**config.mk**
```make
export PLATFORM = sky130hd
export DESIGN_NAME = bdc_top
export DESIGN_NICKNAME = d
export VERILOG_FILES = /design/src/common/bdc_pkg.sv /design/src/design/bdc_top.sv
export VERILOG_INCLUDE_DIRS = /design/src /design/src/common
export SDC_FILE = /design/constraint.sdc
export NUM_CORES = 1
export LEC_CHECK = 0
export ABC_AREA = 1
export BUFFER_PORTS_ARGS = -buffer_cell sky130_fd_sc_hd__buf_2
export CORE_ASPECT_RATIO = 0.75
export CORE_MARGIN = 5
export CORE_UTILIZATION = 30
export CTS_BUF_LIST = sky130_fd_sc_hd__clkbuf_4 sky130_fd_sc_hd__clkbuf_8 sky130_fd_sc_hd__clkbuf_16
export CTS_CLUSTER_DIAMETER = 100
export CTS_CLUSTER_SIZE = 25
export DETAILED_ROUTE_END_ITERATION = 8
export PLACE_DENSITY = 0.59
export SYNTH_ARGS = -nofsm -noshare
export SYNTH_HDL_FRONTEND = slang
export SYNTH_SLANG_ARGS = --single-unit
```
**constraint.sdc**
```tcl
create_clock -name clk_i -period 3.36 [get_ports clk_i]
set_input_delay 1.008 -clock clk_i [delete_from_list [all_inputs] [get_ports clk_i]]
set_output_delay 1.008 -clock clk_i [all_outputs]
set_load 0.02 [all_outputs]
```
**src/common/bdc_defines.svh**
```systemverilog
// Constants of the backlight dimming control block
// Assumes a 50 ns system clock; times are in ns, counts derived from them
`ifndef BDC_DEFINES_SVH
`define BDC_DEFINES_SVH
`define BDC_CLK_NS 50
`define BDC_CYC(ns) (((ns) + `BDC_CLK_NS - 1) / `BDC_CLK_NS)
`define BDC_SS_STEP_NS 341000
`define BDC_DLY_NS 100000
`define BDC_DET_NS 450000
`define BDC_WIN_NS 3500000
`define BDC_SHDN_NS 3500000
`define BDC_EOS_NS 3500
`define BDC_ACK_NS 500000
`define BDC_IDLE_NS 1200000
`define BDC_SS_STEP_CYC `BDC_CYC(`BDC_SS_STEP_NS)
`define BDC_DLY_CYC `BDC_CYC(`BDC_DLY_NS)
`define BDC_DET_CYC `BDC_CYC(`BDC_DET_NS)
`define BDC_WIN_CYC `BDC_CYC(`BDC_WIN_NS)
`define BDC_SHDN_CYC `BDC_CYC(`BDC_SHDN_NS)
`define BDC_EOS_CYC `BDC_CYC(`BDC_EOS_NS)
`define BDC_ACK_CYC `BDC_CYC(`BDC_ACK_NS)
`define BDC_IDLE_CYC `BDC_CYC(`BDC_IDLE_NS)
// Soft start and step code
`define BDC_SS_DONE 6'h20
`define BDC_FULL_CODE 5'h1f
`define BDC_SEG1_END 5'h0c
`define BDC_SEG2_END 5'h17
`define BDC_MV_SLOPE1 8'h03
`define BDC_MV_OFS1 8'h02
`define BDC_MV_SLOPE2 8'h06
`define BDC_MV_OFS2 8'h22
`define BDC_MV_SLOPE3 8'h0c
`define BDC_MV_OFS3 8'hac
// Command frame
`define BDC_DEV_ADDR 8'h58
`define BDC_FRAME_BITS 5'h10
`define BDC_ACK_REQ_POS 7
`define BDC_SUB_ADDR_LO 5
`define BDC_SUB_ADDR_HI 6
// Register offsets, fields and reset values
`define BDC_REG_STATUS 4'h0
`define BDC_REG_CFG 4'h4
`define BDC_REG_CMD 4'h8
`define BDC_CFG_ACK_EN_POS 0
`define BDC_CFG_ACK_EN_RST 1'b1
`endif

```
**src/common/bdc_pkg.sv**
```systemverilog
// Types of the backlight dimming control block
// Shared by the design and the bench
package bdc_pkg;
  // One-hot operating states
  typedef enum logic [3:0] {
    ST_OFF = 4'h1,
    ST_DET = 4'h2,
    ST_RUN = 4'h4,
    ST_FLT = 4'h8
  } bdc_state_e;

  // Analog comparator results
  typedef struct packed {
    logic overvoltage_trip;
    logic feedback_node_low;
  } bdc_ana_s;

  // Power stage controls
  typedef struct packed {
    logic gate_en;
    logic ilim_half;
    logic ilim_open;
  } bdc_pwr_s;

  // Reference generator controls
  typedef struct packed {
    logic gate;
    logic [4:0] code;
    logic [7:0] mv;
  } bdc_ref_s;
endpackage : bdc_pkg

```
**src/design/bdc_top.sv**
```systemverilog
// Digital control of a boost LED backlight driver, one control pin
// Assumes ctrl_i synchronous to clk_i and comparator inputs already clean
//
// Notes on behaviour
// - after enable the reference ramps in 32 equal stages of 341 us.
// - during the ramp the switch current limit is halved.
// - overvoltage plus low feedback node stops switching and shuts down.
// - while the open-string condition holds, the 0.3 A limit is selected.
// - after a fault, stay off until low 3.5 ms then high.
// - control low longer than 3.5 ms means shutdown.
// - in shutdown the switch gate stays inactive.
// - mode decided on each enable; duty-cycle unless pattern seen.
// - first rising edge from shutdown enables and opens 3.5 ms window.
// - single-wire only if low over 450 us after delay, inside window.
// - chosen mode stays until shutdown and a new enable.
// - duty-cycle mode with control high gives full 200 mV.
// - duty-cycle mode gates the 200 mV reference by control level.
// - duty cycles down to 1 percent are followed.
// - one single-wire command sets any of 32 steps by 5-bit code.
// - step register starts at full scale and holds the last step.
// - power-on reset returns the step register to full scale.
// - step table: 0, 5, +3 to 38, +6 to 104, +12 to 200 mV.
// - command is address byte then data byte with zero sub-address.
// - acknowledge only when requested and the command was correct.
// - bit decoding is rate independent, 1.1 to 100 kbit/s.
//
// The Wishbone interface to the registers and the register addresses were decided locally.
`timescale 1ns/100ps
`include "bdc_defines.svh"

module bdc_top
  import bdc_pkg::*;
#(
  parameter logic [12:0] SS_STEP_CYC = 13'(`BDC_SS_STEP_CYC),
  parameter logic [16:0] DET_CYC = 17'(`BDC_DET_CYC),
  parameter logic [16:0] WIN_CYC = 17'(`BDC_WIN_CYC),
  parameter logic [16:0] SHDN_CYC = 17'(`BDC_SHDN_CYC),
  parameter logic [15:0] ACK_CYC = 16'(`BDC_ACK_CYC),
  parameter logic [15:0] IDLE_CYC = 16'(`BDC_IDLE_CYC)
) (
  // Clock and reset
  input wire logic clk_i,
  input wire logic rst_i,
  // Wishbone slave
  input wire logic wb_cyc_i,
  input wire logic wb_stb_i,
  input wire logic wb_we_i,
  input wire logic [3:0] wb_adr_i,
  input wire logic [3:0] wb_sel_i,
  input wire logic [31:0] wb_dat_i,
  output logic [31:0] wb_dat_o,
  output logic wb_ack_o,
  // Control pin, open drain
  input wire logic ctrl_i,
  output logic ctrl_o,
  output logic ctrl_oe_o,
  // Analog side
  input wire bdc_ana_s ana_i,
  output bdc_pwr_s pwr_o,
  output bdc_ref_s ref_o
);
  localparam logic [16:0] DLY_CYC = 17'(`BDC_DLY_CYC);
  localparam logic [15:0] EOS_CYC = 16'(`BDC_EOS_CYC);

  bdc_state_e st_q, st_d;
  logic ctrl_q, sw_mode_q, arm_q, ack_q, have_low_q, cfg_ack_en_q, wb_ack_q;
  logic [16:0] low_cnt_q, win_cnt_q;
  logic [12:0] ss_cnt_q;
  logic [5:0] ramp_q;
  logic [4:0] step_q, nbits_q;
  logic [15:0] hi_cnt_q, lo_cnt_q, ack_cnt_q, shift_q;
  logic [7:0] last_data_q, cmd_cnt_q;
  logic [31:0] wb_dat_q;
  bdc_pwr_s pwr_q;
  bdc_ref_s ref_q;

  // Code to millivolt table, three linear segments
  function automatic logic [7:0] code_mv(input logic [4:0] c);
    logic [7:0] w;
    w = {3'h0, c};
    if (c == 5'h00)
      code_mv = 8'h00;
    else if (c <= `BDC_SEG1_END)
      code_mv = w * `BDC_MV_SLOPE1 + `BDC_MV_OFS1;
    else if (c <= `BDC_SEG2_END)
      code_mv = w * `BDC_MV_SLOPE2 - `BDC_MV_OFS2;
    else
      code_mv = w * `BDC_MV_SLOPE3 - `BDC_MV_OFS3;
  endfunction : code_mv

  // Pin edges; our own acknowledge pull-down is masked out
  wire rise = ctrl_i & ~ctrl_q & ~ack_q;
  wire fall = ~ctrl_i & ctrl_q & ~ack_q;
  wire line_low = ~ctrl_i & ~ack_q;
  wire running = (st_q == ST_DET) || (st_q == ST_RUN);
  wire enable = (st_q == ST_OFF) & rise;
  wire shdn_hit = low_cnt_q == SHDN_CYC;
  wire open_now = ana_i.overvoltage_trip & ana_i.feedback_node_low;
  wire win_end = win_cnt_q >= WIN_CYC;
  wire det_hit = (st_q == ST_DET) & arm_q & (low_cnt_q > DET_CYC) & ~win_end;
  wire ss_active = running & (ramp_q != `BDC_SS_DONE);
  wire ss_last = ss_cnt_q == SS_STEP_CYC - 13'h1;

  // Receiver decode and frame check
  wire rx_en = (st_q == ST_RUN) & sw_mode_q & ~ack_q;
  wire bit_val = hi_cnt_q > lo_cnt_q;
  wire eos = rx_en & line_low & ~have_low_q & (nbits_q == `BDC_FRAME_BITS)
             & (lo_cnt_q >= EOS_CYC);
  wire frame_ok = (shift_q[15:8] == `BDC_DEV_ADDR)
                  & ~shift_q[`BDC_SUB_ADDR_HI] & ~shift_q[`BDC_SUB_ADDR_LO];
  wire cmd_good = eos & frame_ok;
  wire ack_start = cmd_good & shift_q[`BDC_ACK_REQ_POS] & cfg_ack_en_q;

  // Reference selection
  wire [4:0] tgt = sw_mode_q ? step_q : `BDC_FULL_CODE;
  wire [4:0] code_w = ss_active && (ramp_q[4:0] < tgt) ? ramp_q[4:0] : tgt;

  // Operating state sequence
  always_comb
  begin
    st_d = st_q;
    case (st_q)
      ST_OFF:
        if (rise)
          st_d = ST_DET;
      ST_DET:
        if (shdn_hit)
          st_d = ST_OFF;
        else if (open_now)
          st_d = ST_FLT;
        else if (det_hit || win_end)
          st_d = ST_RUN;
      ST_RUN:
        if (shdn_hit)
          st_d = ST_OFF;
        else if (open_now)
          st_d = ST_FLT;
      ST_FLT:
        if (shdn_hit)
          st_d = ST_OFF;
      default:
        st_d = ST_OFF;
    endcase
  end

  always_ff @(posedge clk_i)
    if (rst_i)
      st_q <= ST_OFF;
    else
      st_q <= st_d;

  // Low time and pin history; saturate so shutdown fires once
  always_ff @(posedge clk_i)
  begin
    if (rst_i)
    begin
      ctrl_q <= 1'b0;
      low_cnt_q <= 17'h0;
    end
    else
    begin
      ctrl_q <= ctrl_i;
      if (!line_low)
        low_cnt_q <= 17'h0;
      else if (!shdn_hit)
        low_cnt_q <= low_cnt_q + 17'h1;
    end
  end

  // Mode detection window, restarted on every enable
  always_ff @(posedge clk_i)
  begin
    if (rst_i)
    begin
      win_cnt_q <= 17'h0;
      arm_q <= 1'b0;
      sw_mode_q <= 1'b0;
    end
    else
    begin
      if (enable)
        win_cnt_q <= 17'h0;
      else if (st_q == ST_DET && !win_end)
        win_cnt_q <= win_cnt_q + 17'h1;
      if (st_q != ST_DET || rise)
        arm_q <= 1'b0;
      else if (fall && win_cnt_q >= DLY_CYC)
        arm_q <= 1'b1;
      if (enable)
        sw_mode_q <= 1'b0;
      else if (det_hit)
        sw_mode_q <= 1'b1;
    end
  end

  // Soft-start ramp, one stage per step period
  always_ff @(posedge clk_i)
  begin
    if (rst_i || enable)
    begin
      ss_cnt_q <= 13'h0;
      ramp_q <= 6'h0;
    end
    else if (ss_active)
    begin
      ss_cnt_q <= ss_last ? 13'h0 : ss_cnt_q + 13'h1;
      if (ss_last)
        ramp_q <= ramp_q + 6'h1;
    end
  end

  // Single-wire bit receiver: a bit is a low then a high phase
  always_ff @(posedge clk_i)
  begin
    if (rst_i || !rx_en)
    begin
      hi_cnt_q <= 16'h0;
      lo_cnt_q <= 16'h0;
      have_low_q <= 1'b0;
      nbits_q <= 5'h0;
      shift_q <= 16'h0;
    end
    else if (rise)
    begin
      have_low_q <= 1'b1;
      hi_cnt_q <= 16'h0;
    end
    else if (fall)
    begin
      lo_cnt_q <= 16'h0;
      have_low_q <= 1'b0;
      if (have_low_q)
      begin
        shift_q <= {shift_q[14:0], bit_val};
        nbits_q <= (nbits_q == 5'h1f) ? nbits_q : nbits_q + 5'h1;
      end
    end
    else if (eos || (ctrl_i && hi_cnt_q >= IDLE_CYC))
    begin
      nbits_q <= 5'h0;
      have_low_q <= 1'b0;
    end
    else if (ctrl_i)
      hi_cnt_q <= (&hi_cnt_q) ? hi_cnt_q : hi_cnt_q + 16'h1;
    else
      lo_cnt_q <= (&lo_cnt_q) ? lo_cnt_q : lo_cnt_q + 16'h1;
  end

  // Stored step survives shutdown; only reset returns it to full scale
  always_ff @(posedge clk_i)
  begin
    if (rst_i)
    begin
      step_q <= `BDC_FULL_CODE;
      last_data_q <= 8'h0;
      cmd_cnt_q <= 8'h0;
    end
    else if (cmd_good)
    begin
      step_q <= shift_q[4:0];
      last_data_q <= shift_q[7:0];
      cmd_cnt_q <= cmd_cnt_q + 8'h1;
    end
  end

  // Acknowledge pull-down of fixed length
  always_ff @(posedge clk_i)
  begin
    if (rst_i || !running)
    begin
      ack_q <= 1'b0;
      ack_cnt_q <= 16'h0;
    end
    else if (ack_start)
    begin
      ack_q <= 1'b1;
      ack_cnt_q <= 16'h0;
    end
    else if (ack_q)
    begin
      ack_cnt_q <= ack_cnt_q + 16'h1;
      if (ack_cnt_q == ACK_CYC - 16'h1)
        ack_q <= 1'b0;
    end
  end

  // Registered analog controls; in duty-cycle mode gate follows the pin each cycle
  always_ff @(posedge clk_i)
  begin
    if (rst_i)
    begin
      pwr_q <= '0;
      ref_q <= '0;
    end
    else
    begin
      pwr_q.gate_en <= running & ~open_now;
      pwr_q.ilim_half <= ss_active;
      pwr_q.ilim_open <= open_now;
      ref_q.gate <= running & (sw_mode_q | ctrl_i);
      ref_q.code <= running ? code_w : 5'h0;
      ref_q.mv <= running ? code_mv(code_w) : 8'h0;
    end
  end

  assign pwr_o = pwr_q;
  assign ref_o = ref_q;
  assign ctrl_o = 1'b0;
  assign ctrl_oe_o = ack_q;

  // Register decode; unmapped offsets read zero
  wire wb_req = wb_cyc_i & wb_stb_i & ~wb_ack_q;
  wire hit_status = wb_adr_i == `BDC_REG_STATUS;
  wire hit_cfg = wb_adr_i == `BDC_REG_CFG;
  wire hit_cmd = wb_adr_i == `BDC_REG_CMD;
  wire [31:0] status_w = {8'h0, ref_q.mv, 3'h0, step_q, 1'b0,
                          st_q == ST_FLT, ss_active, sw_mode_q, st_q};
  wire [31:0] cfg_w = {31'h0, cfg_ack_en_q};
  wire [31:0] cmd_w = {16'h0, cmd_cnt_q, last_data_q};
  wire [31:0] rd_w = hit_status ? status_w : hit_cfg ? cfg_w : hit_cmd ? cmd_w : 32'h0;

  // Bus slave answers one cycle after the request
  always_ff @(posedge clk_i)
  begin
    if (rst_i)
    begin
      wb_ack_q <= 1'b0;
      wb_dat_q <= 32'h0;
      cfg_ack_en_q <= `BDC_CFG_ACK_EN_RST;
    end
    else
    begin
      wb_ack_q <= wb_req;
      if (wb_req && !wb_we_i)
        wb_dat_q <= rd_w;
      if (wb_req && wb_we_i && hit_cfg && wb_sel_i[0])
        cfg_ack_en_q <= wb_dat_i[`BDC_CFG_ACK_EN_POS];
    end
  end

  assign wb_ack_o = wb_ack_q;
  assign wb_dat_o = wb_dat_q;
endmodule : bdc_top
```
==> flow_summary_export.csv, run 1 <==
group,metric,value,unit
outcome,status,"completed",
global_routing,grt_pass1_vias,8466,
synth,synth_ff_type,"dfxtp_1",
place,pre_cts_ws,23.6,ps
floorplan,coreArea,0.0335,mm²
synth,yosys_register_bits,195,
cells_and_area,final_cells,1968,
timing,min_period,3150,ps
floorplan,start_util,30.4,%
timing,fin_crit_sh,93.9,%
floorplan,die_w,223,µm
global_routing,grt_pass1_wl,42500,µm
clock_network,cts-htree-levels,4,
clock_network,cts_hold_buf,0,
cells_and_area,drive_gt1_share,14.6,%
synth,yosys_warnings,0,
timing,finalHoldViolations,0,
cells_and_area,n_antenna_cell,0,
setup_path,worst-path-max-fanout,6,
routing,routedWlPerCell,12.8,µm
min_path,hold_class,"register to register",
routing,via_count,9240,
place,dp_cells,1935,
routing,drc_errors,0,
synth,seq_area_frac_synth,38.3,%
clock_network,clock-root-buffer,"clkbuf_16",
routing,drt_iter0_drc,734,
global_routing,antenna_found_initial,0,
timing,setup_viol,0,
place,routabilityCongestion,0.867,
timing,skew,11.8,ps
clock_network,cts_sinks,195,
timing,final_max_slew_viol_count,0,
synth,avgSynthCellArea,7.20,µm²
synth,synthCells,1416,
timing,worst_pin_slew,599,ps
synth,synthArstFlopShare,0,%
pwr,vdd_drop_max,0.000372,V
flow_run,drv_cap,0,
floorplan,top_level_ports,100,
synth,synthesis.area,0.0102,mm²
setup_path,critPathKind,"register to register",
cells_and_area,nets,1607,
setup_path,cp-end-kind,"register",
setup_path,critical_path_required,3730,ps
clock_network,cts_max_path_buffers,2,
floorplan,std_cell_rows,58,
setup_path,r2r_setup_slack,210,ps
timing,slew_headroom,59.7,%
global_routing,grtUsageTotal,13.4,%
setup_path,arrival,3520,ps
floorplan,die_y,170,µm
clock_network,clkTransAtPathRegs,70,ps
synth,ys_types,50,
clock_network,cts_tree,"built",
clock_network,clk_latency,440,ps
routing,firstDrtPassIters,5,
routing,wirelength,25200,µm
place,dp_hpwl,19300,µm
global_routing,grt_overflow,0,
place,port_buffers,56,
routing,viasPerCell,4.70,
pwr,p_leak,4.63,nW
synth,synth-edff-count,0,
routing,antenna_left,0,
timing,fmaxAchievable,317,MHz
global_routing,grt_max_degree,24,
floorplan,die_area,0.0378,mm²
timing,setup_ws,206,ps
setup_path,startpoint_type,"register",
cells_and_area,syn_to_final_growth,16.2,%
clock_network,cts_buffers,17,
timing,finalSetupTns,0,ps
pwr,powerDensity,480,mW/mm²
-- power breakdown --
part / internal (W) / switching [W]
logic: 0.000446 / 0.000733
registers: 0.00235 / 0.0000356
clock network: 0.00116 / 0.000950
-- cell type report --
type / count / area (µm²)
clock buffers: 20 / 460
clock inverters: 12 / 144
fillers: 3531 / 21700
inverters: 193 / 728
multi-input cells: 996 / 5420
flip-flops and latches: 195 / 3910
well taps: 450 / 563
repair buffers: 102 / 626
-- critical path: stages, from the launching register on --
cell	delay [ps]
dfxtp_2	340
inv_4	80
nor2_2	50
ha_1	280
nand2_1	80
nor2_1	130
nand2_1	60
nand2_1	90
nor2_4	60
nand2_4	90
nand2_1	70
nand2_1	80
inv_1	70
buf_4	150
ha_1	200
fa_1	410
a31oi_2	210
inv_1	90
nand3_1	110
nand2_2	90
nand3b_1	80
nand3_1	80
a21boi_1	180
-- cell families after synthesis --
family          after synthesis  share of synthesized area (%)
simple gates                651                           29.2
flops                       195                           38.3
buf+inv                     233                           9.38
fa+ha+maj                    54                           6.85
xor+xnor                     25                           2.15
other cells                   1                         0.0368
compound gates              257                           14.1
-- layout by cell type (no fill, tap or decap), types with 4 or more instances in the layout --
| master | synthesis | final |
|---|---|---|
| xnor2_1 | 6 | 6 |
| nor3_2 | 5 | 6 |
| nor3_1 | 28 | 27 |
| nand4_1 | 34 | 34 |
| nor2_4 | 5 | 6 |
| a31oi_1 | 12 | 11 |
| a22oi_1 | 4 | 4 |
| nor2_1 | 152 | 148 |
| o211ai_1 | 8 | 8 |
| inv_6 | 0 | 4 |
| xor2_1 | 19 | 19 |
| or2_2 | 5 | 5 |
| o21ai_1 | 13 | 13 |
| nor2_2 | 9 | 12 |
| a221oi_1 | 8 | 8 |
| dfxtp_1 | 195 | 194 |
| inv_2 | 17 | 17 |
| nand3_1 | 73 | 72 |
| a211oi_1 | 7 | 7 |
| buf_4 | 17 | 46 |
| inv_1 | 175 | 174 |
| o21ai_0 | 49 | 47 |
| nand2_1 | 288 | 286 |
| nand2_2 | 14 | 15 |
| ha_1 | 51 | 50 |
| o21a_1 | 11 | 11 |
| buf_2 | 7 | 56 |
| a21oi_2 | 3 | 4 |
| nor4_1 | 13 | 13 |
| nand3b_1 | 8 | 8 |
| a21oi_1 | 135 | 134 |
| clkbuf_16 | 0 | 17 |
| conb_1 | 1 | 9 |
| nand3_2 | 4 | 5 |
-- flip-flops by register name, summed over array words and instances (netlist names), 6 cells and up --
register	flops
cmd_cnt_q	8
ss_cnt_q	13
win_cnt_q	17
low_cnt_q	17
hi_cnt_q	16
wb_dat_o	24
ref_o	14
ack_cnt_q	16
lo_cnt_q	16
shift_q	16
ramp_q	6
last_data_q	8
-- metrics by stage --
step | power [W] | util, % | hold slack [ps] | area [µm²]
3_5_place_dp | 0.00359 | 33.3 | 445 | 11200
5_1_grt | 0.00599 | 35.3 | 484 | 11800
2_1_floorplan | 0.00323 | - | 426 | 10200
4_1_cts | 0.00571 | 35.2 | 456 | 11800
3_3_place_gp | 0.00358 | 33.3 | 444 | 11200
6_report | 0.00568 | 35.3 | 454 | 11800
-- cell usage after synthesis (13+ instances only) --
library cell | n | area share, %
a21oi_1 | 135 | 6.6
buf_4 | 17 | 1.3
clkbuf_1 | 15 | 0.55
dfxtp_1 | 195 | 38
ha_1 | 51 | 6.3
inv_1 | 175 | 6.4
inv_2 | 17 | 0.63
nand2_1 | 288 | 11
nand2_2 | 14 | 0.86
nand3_1 | 73 | 3.6
nand4_1 | 34 | 2.1
nor2_1 | 152 | 5.6
nor3_1 | 28 | 1.4
nor4_1 | 13 | 0.80
o21ai_0 | 49 | 2.4
o21ai_1 | 13 | 0.64
xor2_1 | 19 | 1.6
-- final timing paths --
kind | startpoint | end | depth (start not counted)
worst min register to register | hi_cnt_q[15] | hi_cnt_q[15] | 2
worst max register to register | sw_mode_q | ref_o[7] | 22
worst max-delay path | sw_mode_q | ref_o[7] | 22
worst min-delay path | hi_cnt_q[15] | hi_cnt_q[15] | 2
-- metal layers --
metal  vias to the layer above  track usage, %  share of wire [%]  wire length (µm)
met3                        18            2.99                4.7              1190
met4                         0            2.21               0.76               191
li1                       4816               -                  -                 -
met5                         -               0                  0                 0
met2                       179            19.5                 42             10500
met1                      4227            20.4                 53             13300
-- timing repair --
item / 4_1_cts / 5_1_grt
gates resized for setup: 1 / 18
pin swaps: 0 / 4
setup buffers: 0 / 1
endpoints found under the setup margin: 1 / 6
(Power assumes the default switching activity.)
==> run 2, diff against run 1 <==
--- a/config.mk
+++ b/config.mk
@@ -9,13 +9,14 @@
 export ABC_AREA = 1
 export BUFFER_PORTS_ARGS = -buffer_cell sky130_fd_sc_hd__buf_2
 export CORE_ASPECT_RATIO = 0.75
-export CORE_MARGIN = 5
 export CORE_UTILIZATION = 30
 export CTS_BUF_LIST = sky130_fd_sc_hd__clkbuf_4 sky130_fd_sc_hd__clkbuf_8 sky130_fd_sc_hd__clkbuf_16
 export CTS_CLUSTER_DIAMETER = 100
 export CTS_CLUSTER_SIZE = 25
 export DETAILED_ROUTE_END_ITERATION = 8
+export GPL_ROUTABILITY_DRIVEN = 0
 export PLACE_DENSITY = 0.59
+export RECOVER_POWER = 100
 export SYNTH_ARGS = -nofsm -noshare
 export SYNTH_HDL_FRONTEND = slang
 export SYNTH_SLANG_ARGS = --single-unit
==> run 2 against run 1 <==
Against the previous run:
- critical path type unchanged
- largest power group unchanged
- first-iteration DRC count rose by 0.14%
- sequential cell count unchanged
- sequential power barely moved
- sequential share of layout area up 0.64 points
- die area decreased by 8.1%
- register-to-register slack about the same
- final area decreased by 1.9%
- critical endpoint is now ref_o[6]
- fmax rose by 0.22%
- non-clock buffer count fell by 11
==> flow_summary_export.csv, run 2 (synthesis gave the netlist of run 1 again) <==
group,metric,value,unit
outcome,status,"completed",
routing,drt_iter0_drc,735,
clock_network,cts_buffers,17,
pwr,p_sw,0.00170,W
global_routing,grtUsageTotal,14.2,%
cells_and_area,final_cell_mix,"nand2_1, dfxtp_1, inv_1",
setup_path,crit_top_cell,"nand2_1",
pwr,sw_frac_of_total,30.2,%
floorplan,die_y,162,µm
timing,fin_crit_sh,93.7,%
timing,holdWs,457,ps
setup_path,cp_slowest_cell,"dfxtp_1",
setup_path,cp_cell_sequence,"nor2_2 -> ha_1 -> nand2_1 -> nor2_1 -> nand2_1 -> nand2_1 -> nor2_4 -> nand2_4 -> nand2_1 -> nand2_1 -> inv_2 -> ha_1 -> fa_1 -> a31oi_1 -> inv_1 -> nand3_1 -> nand2_1 -> nand2_1 -> nand3_1 -> nand2_1 -> nand2_1 -> nand2_1",
timing,min_period,3150,ps
timing,worst_pin_slew,1430,ps
clock_network,clkTransAtPathRegs,70,ps
setup_path,rr_worst_depth,22,
pwr,power,0.00564,W
floorplan,die_area,0.0347,mm²
setup_path,worst-path-max-fanout,7,
global_routing,grt.busiest_layer,"met1",
cells_and_area,largest_reg_flops,24,
setup_path,cp-startpoint,"step_q[2]",
place,port_buffers,56,
floorplan,die_w,215,µm
routing,wirelength,24800,µm
pwr,vdd_drop_max,0.000382,V
cells_and_area,n_antenna_cell,0,
cells_and_area,seq_area,0.00391,mm²
clock_network,cts_max_path_buffers,2,
timing,finalHoldViolations,0,
global_routing,grt_overflow,0,
floorplan,std_cell_rows,58,
timing,fmaxAchievable,318,MHz
setup_path,crit_end,"ref_o[6]",
clock_network,cts-htree-levels,4,
routing,viasPerCell,4.71,
setup_path,worstReg2RegStart,"step_q[2]",
setup_path,critPathKind,"register to register",
cells_and_area,syn_to_final_growth,14.0,%
floorplan,start_util,30.5,%
setup_path,cp_top_family,"simple AND/OR/NAND/NOR gates",
setup_path,critPathMaxStageDelay,410,ps
routing,routedWlPerCell,12.7,µm
min_path,hp-start,"hi_cnt_q[15]",
timing,finalSetupTns,0,ps
setup_path,critical_path_required,3730,ps
setup_path,critPathBufInv,2,
pwr,p_comb_share,20.4,%
setup_path,r2r_setup_slack,210,ps
timing,skew,20.2,ps
clock_network,clk_latency,440,ps
pwr,p_int,0.00394,W
global_routing,antenna_found_initial,0,
cells_and_area,drive_gt1_share,9.29,%
timing,final_max_slew_viol_count,0,
place,dp_hpwl,18600,µm
setup_path,cp_num_cells,22,
pwr,p_leak,4.35,nW
cells_and_area,fillerInstances,3568,
min_path,hold_class,"register to register",
clock_network,cts_tree,"built",
global_routing,grt_pass1_wl,40700,µm
flow_run,drv_cap,0,
setup_path,startpoint_type,"register",
setup_path,r2r-end,"ref_o[6]",
cells_and_area,final_common_cell,"nand2_1",
floorplan,coreArea,0.0335,mm²
global_routing,grt_max_degree,31,
routing,via_count,9220,
global_routing,grtUsageMet3,2.94,%
cells_and_area,nets,1596,
global_routing,grt_pass1_vias,8249,
global_routing,grtUsageMet1,21.0,%
routing,antenna_left,0,
pwr,p_clk_share,37.3,%
setup_path,arrival,3520,ps
timing,setup_viol,0,
global_routing,use_met2,21.0,%
pwr,powerDensity,485,mW/mm²
clock_network,clock-root-buffer,"clkbuf_16",
pwr,power_frac_seq,42.4,%
setup_path,cp-end-kind,"register",
routing,drc_errors,0,
clock_network,cts_sinks,195,
timing,slew_headroom,4.55,%
floorplan,top_level_ports,100,
routing,firstDrtPassIters,8,
cells_and_area,multi_input_area,0.00538,mm²
run 2: cell count changes in the layout (fill, tap and decap cells not counted), sizes merged:
cell,previous run,this run
buf,102,37
clkbuf,20,76
inv,198,194
clkinv,4,6
run 2: layout make-up:
cell class	instances	area share, %
clock buffers	22	4.09
clock inverters	10	1.07
multi-input cells	996	46.2
well taps	450	4.84
flip-flops and latches	195	33.6
repair buffers	91	3.90
inverters	193	6.26
run 2: worst register-to-register path, delay by kind of cell, from the launching register on:
family / cells / cell delay, ps
adders and majority gates: 3 / 920
and+or+nand+nor: 16 / 1330
AOI/OAI and AO/OA: 1 / 250
DFF: 1 / 410
buffers and inverters: 2 / 190
run 2: worst min-delay path by stage:
stage	to	depth (start not counted)
3_5_place_dp	last_data_q[6]	2
3_3_place_gp	hi_cnt_q[15]	2
5_1_grt	wb_dat_o[18]	2
6_report	hi_cnt_q[15]	2
2_1_floorplan	hi_cnt_q[15]	2
4_1_cts	last_data_q[6]	2
run 2: per-layer routing:
metal	vias to the layer above	routed length, µm
met5	-	0
met4	0	187
met3	12	896
met2	153	10400
met1	4276	13300
li1	4779	-
run 2: metrics by stage:
| step | std cells | instance area (µm²) | setup slack (ps) | util [%] |
|---|---|---|---|---|
| floorplan | 1424 | 10200 | 71.8 | - |
| global placement | 1924 | 11100 | 57.2 | 33.2 |
| detailed placement | 1924 | 11100 | 61.3 | 33.2 |
| CTS | 1956 | 11700 | 13.4 | 35.0 |
| global route | 1957 | 11600 | -19.1 | 34.7 |
| finish | 1957 | 11600 | 213 | 34.7 |
run 2: power groups by stage:
stage	clock, W	combinational (W)	sequential, W
after global placement	0	0.00111	0.00244
after global routing	0.00224	0.00128	0.00239
after detailed placement	0	0.00112	0.00244
after CTS	0.00216	0.00112	0.00239
after floorplan	0	0.000778	0.00245
final	0.00210	0.00115	0.00239
run 2: repair_timing:
action / CTS / global route
buffers inserted: 0 / 1
setup endpoints to repair: 0 / 6
hold buffers: 0 / 0
gates resized for setup: 0 / 19
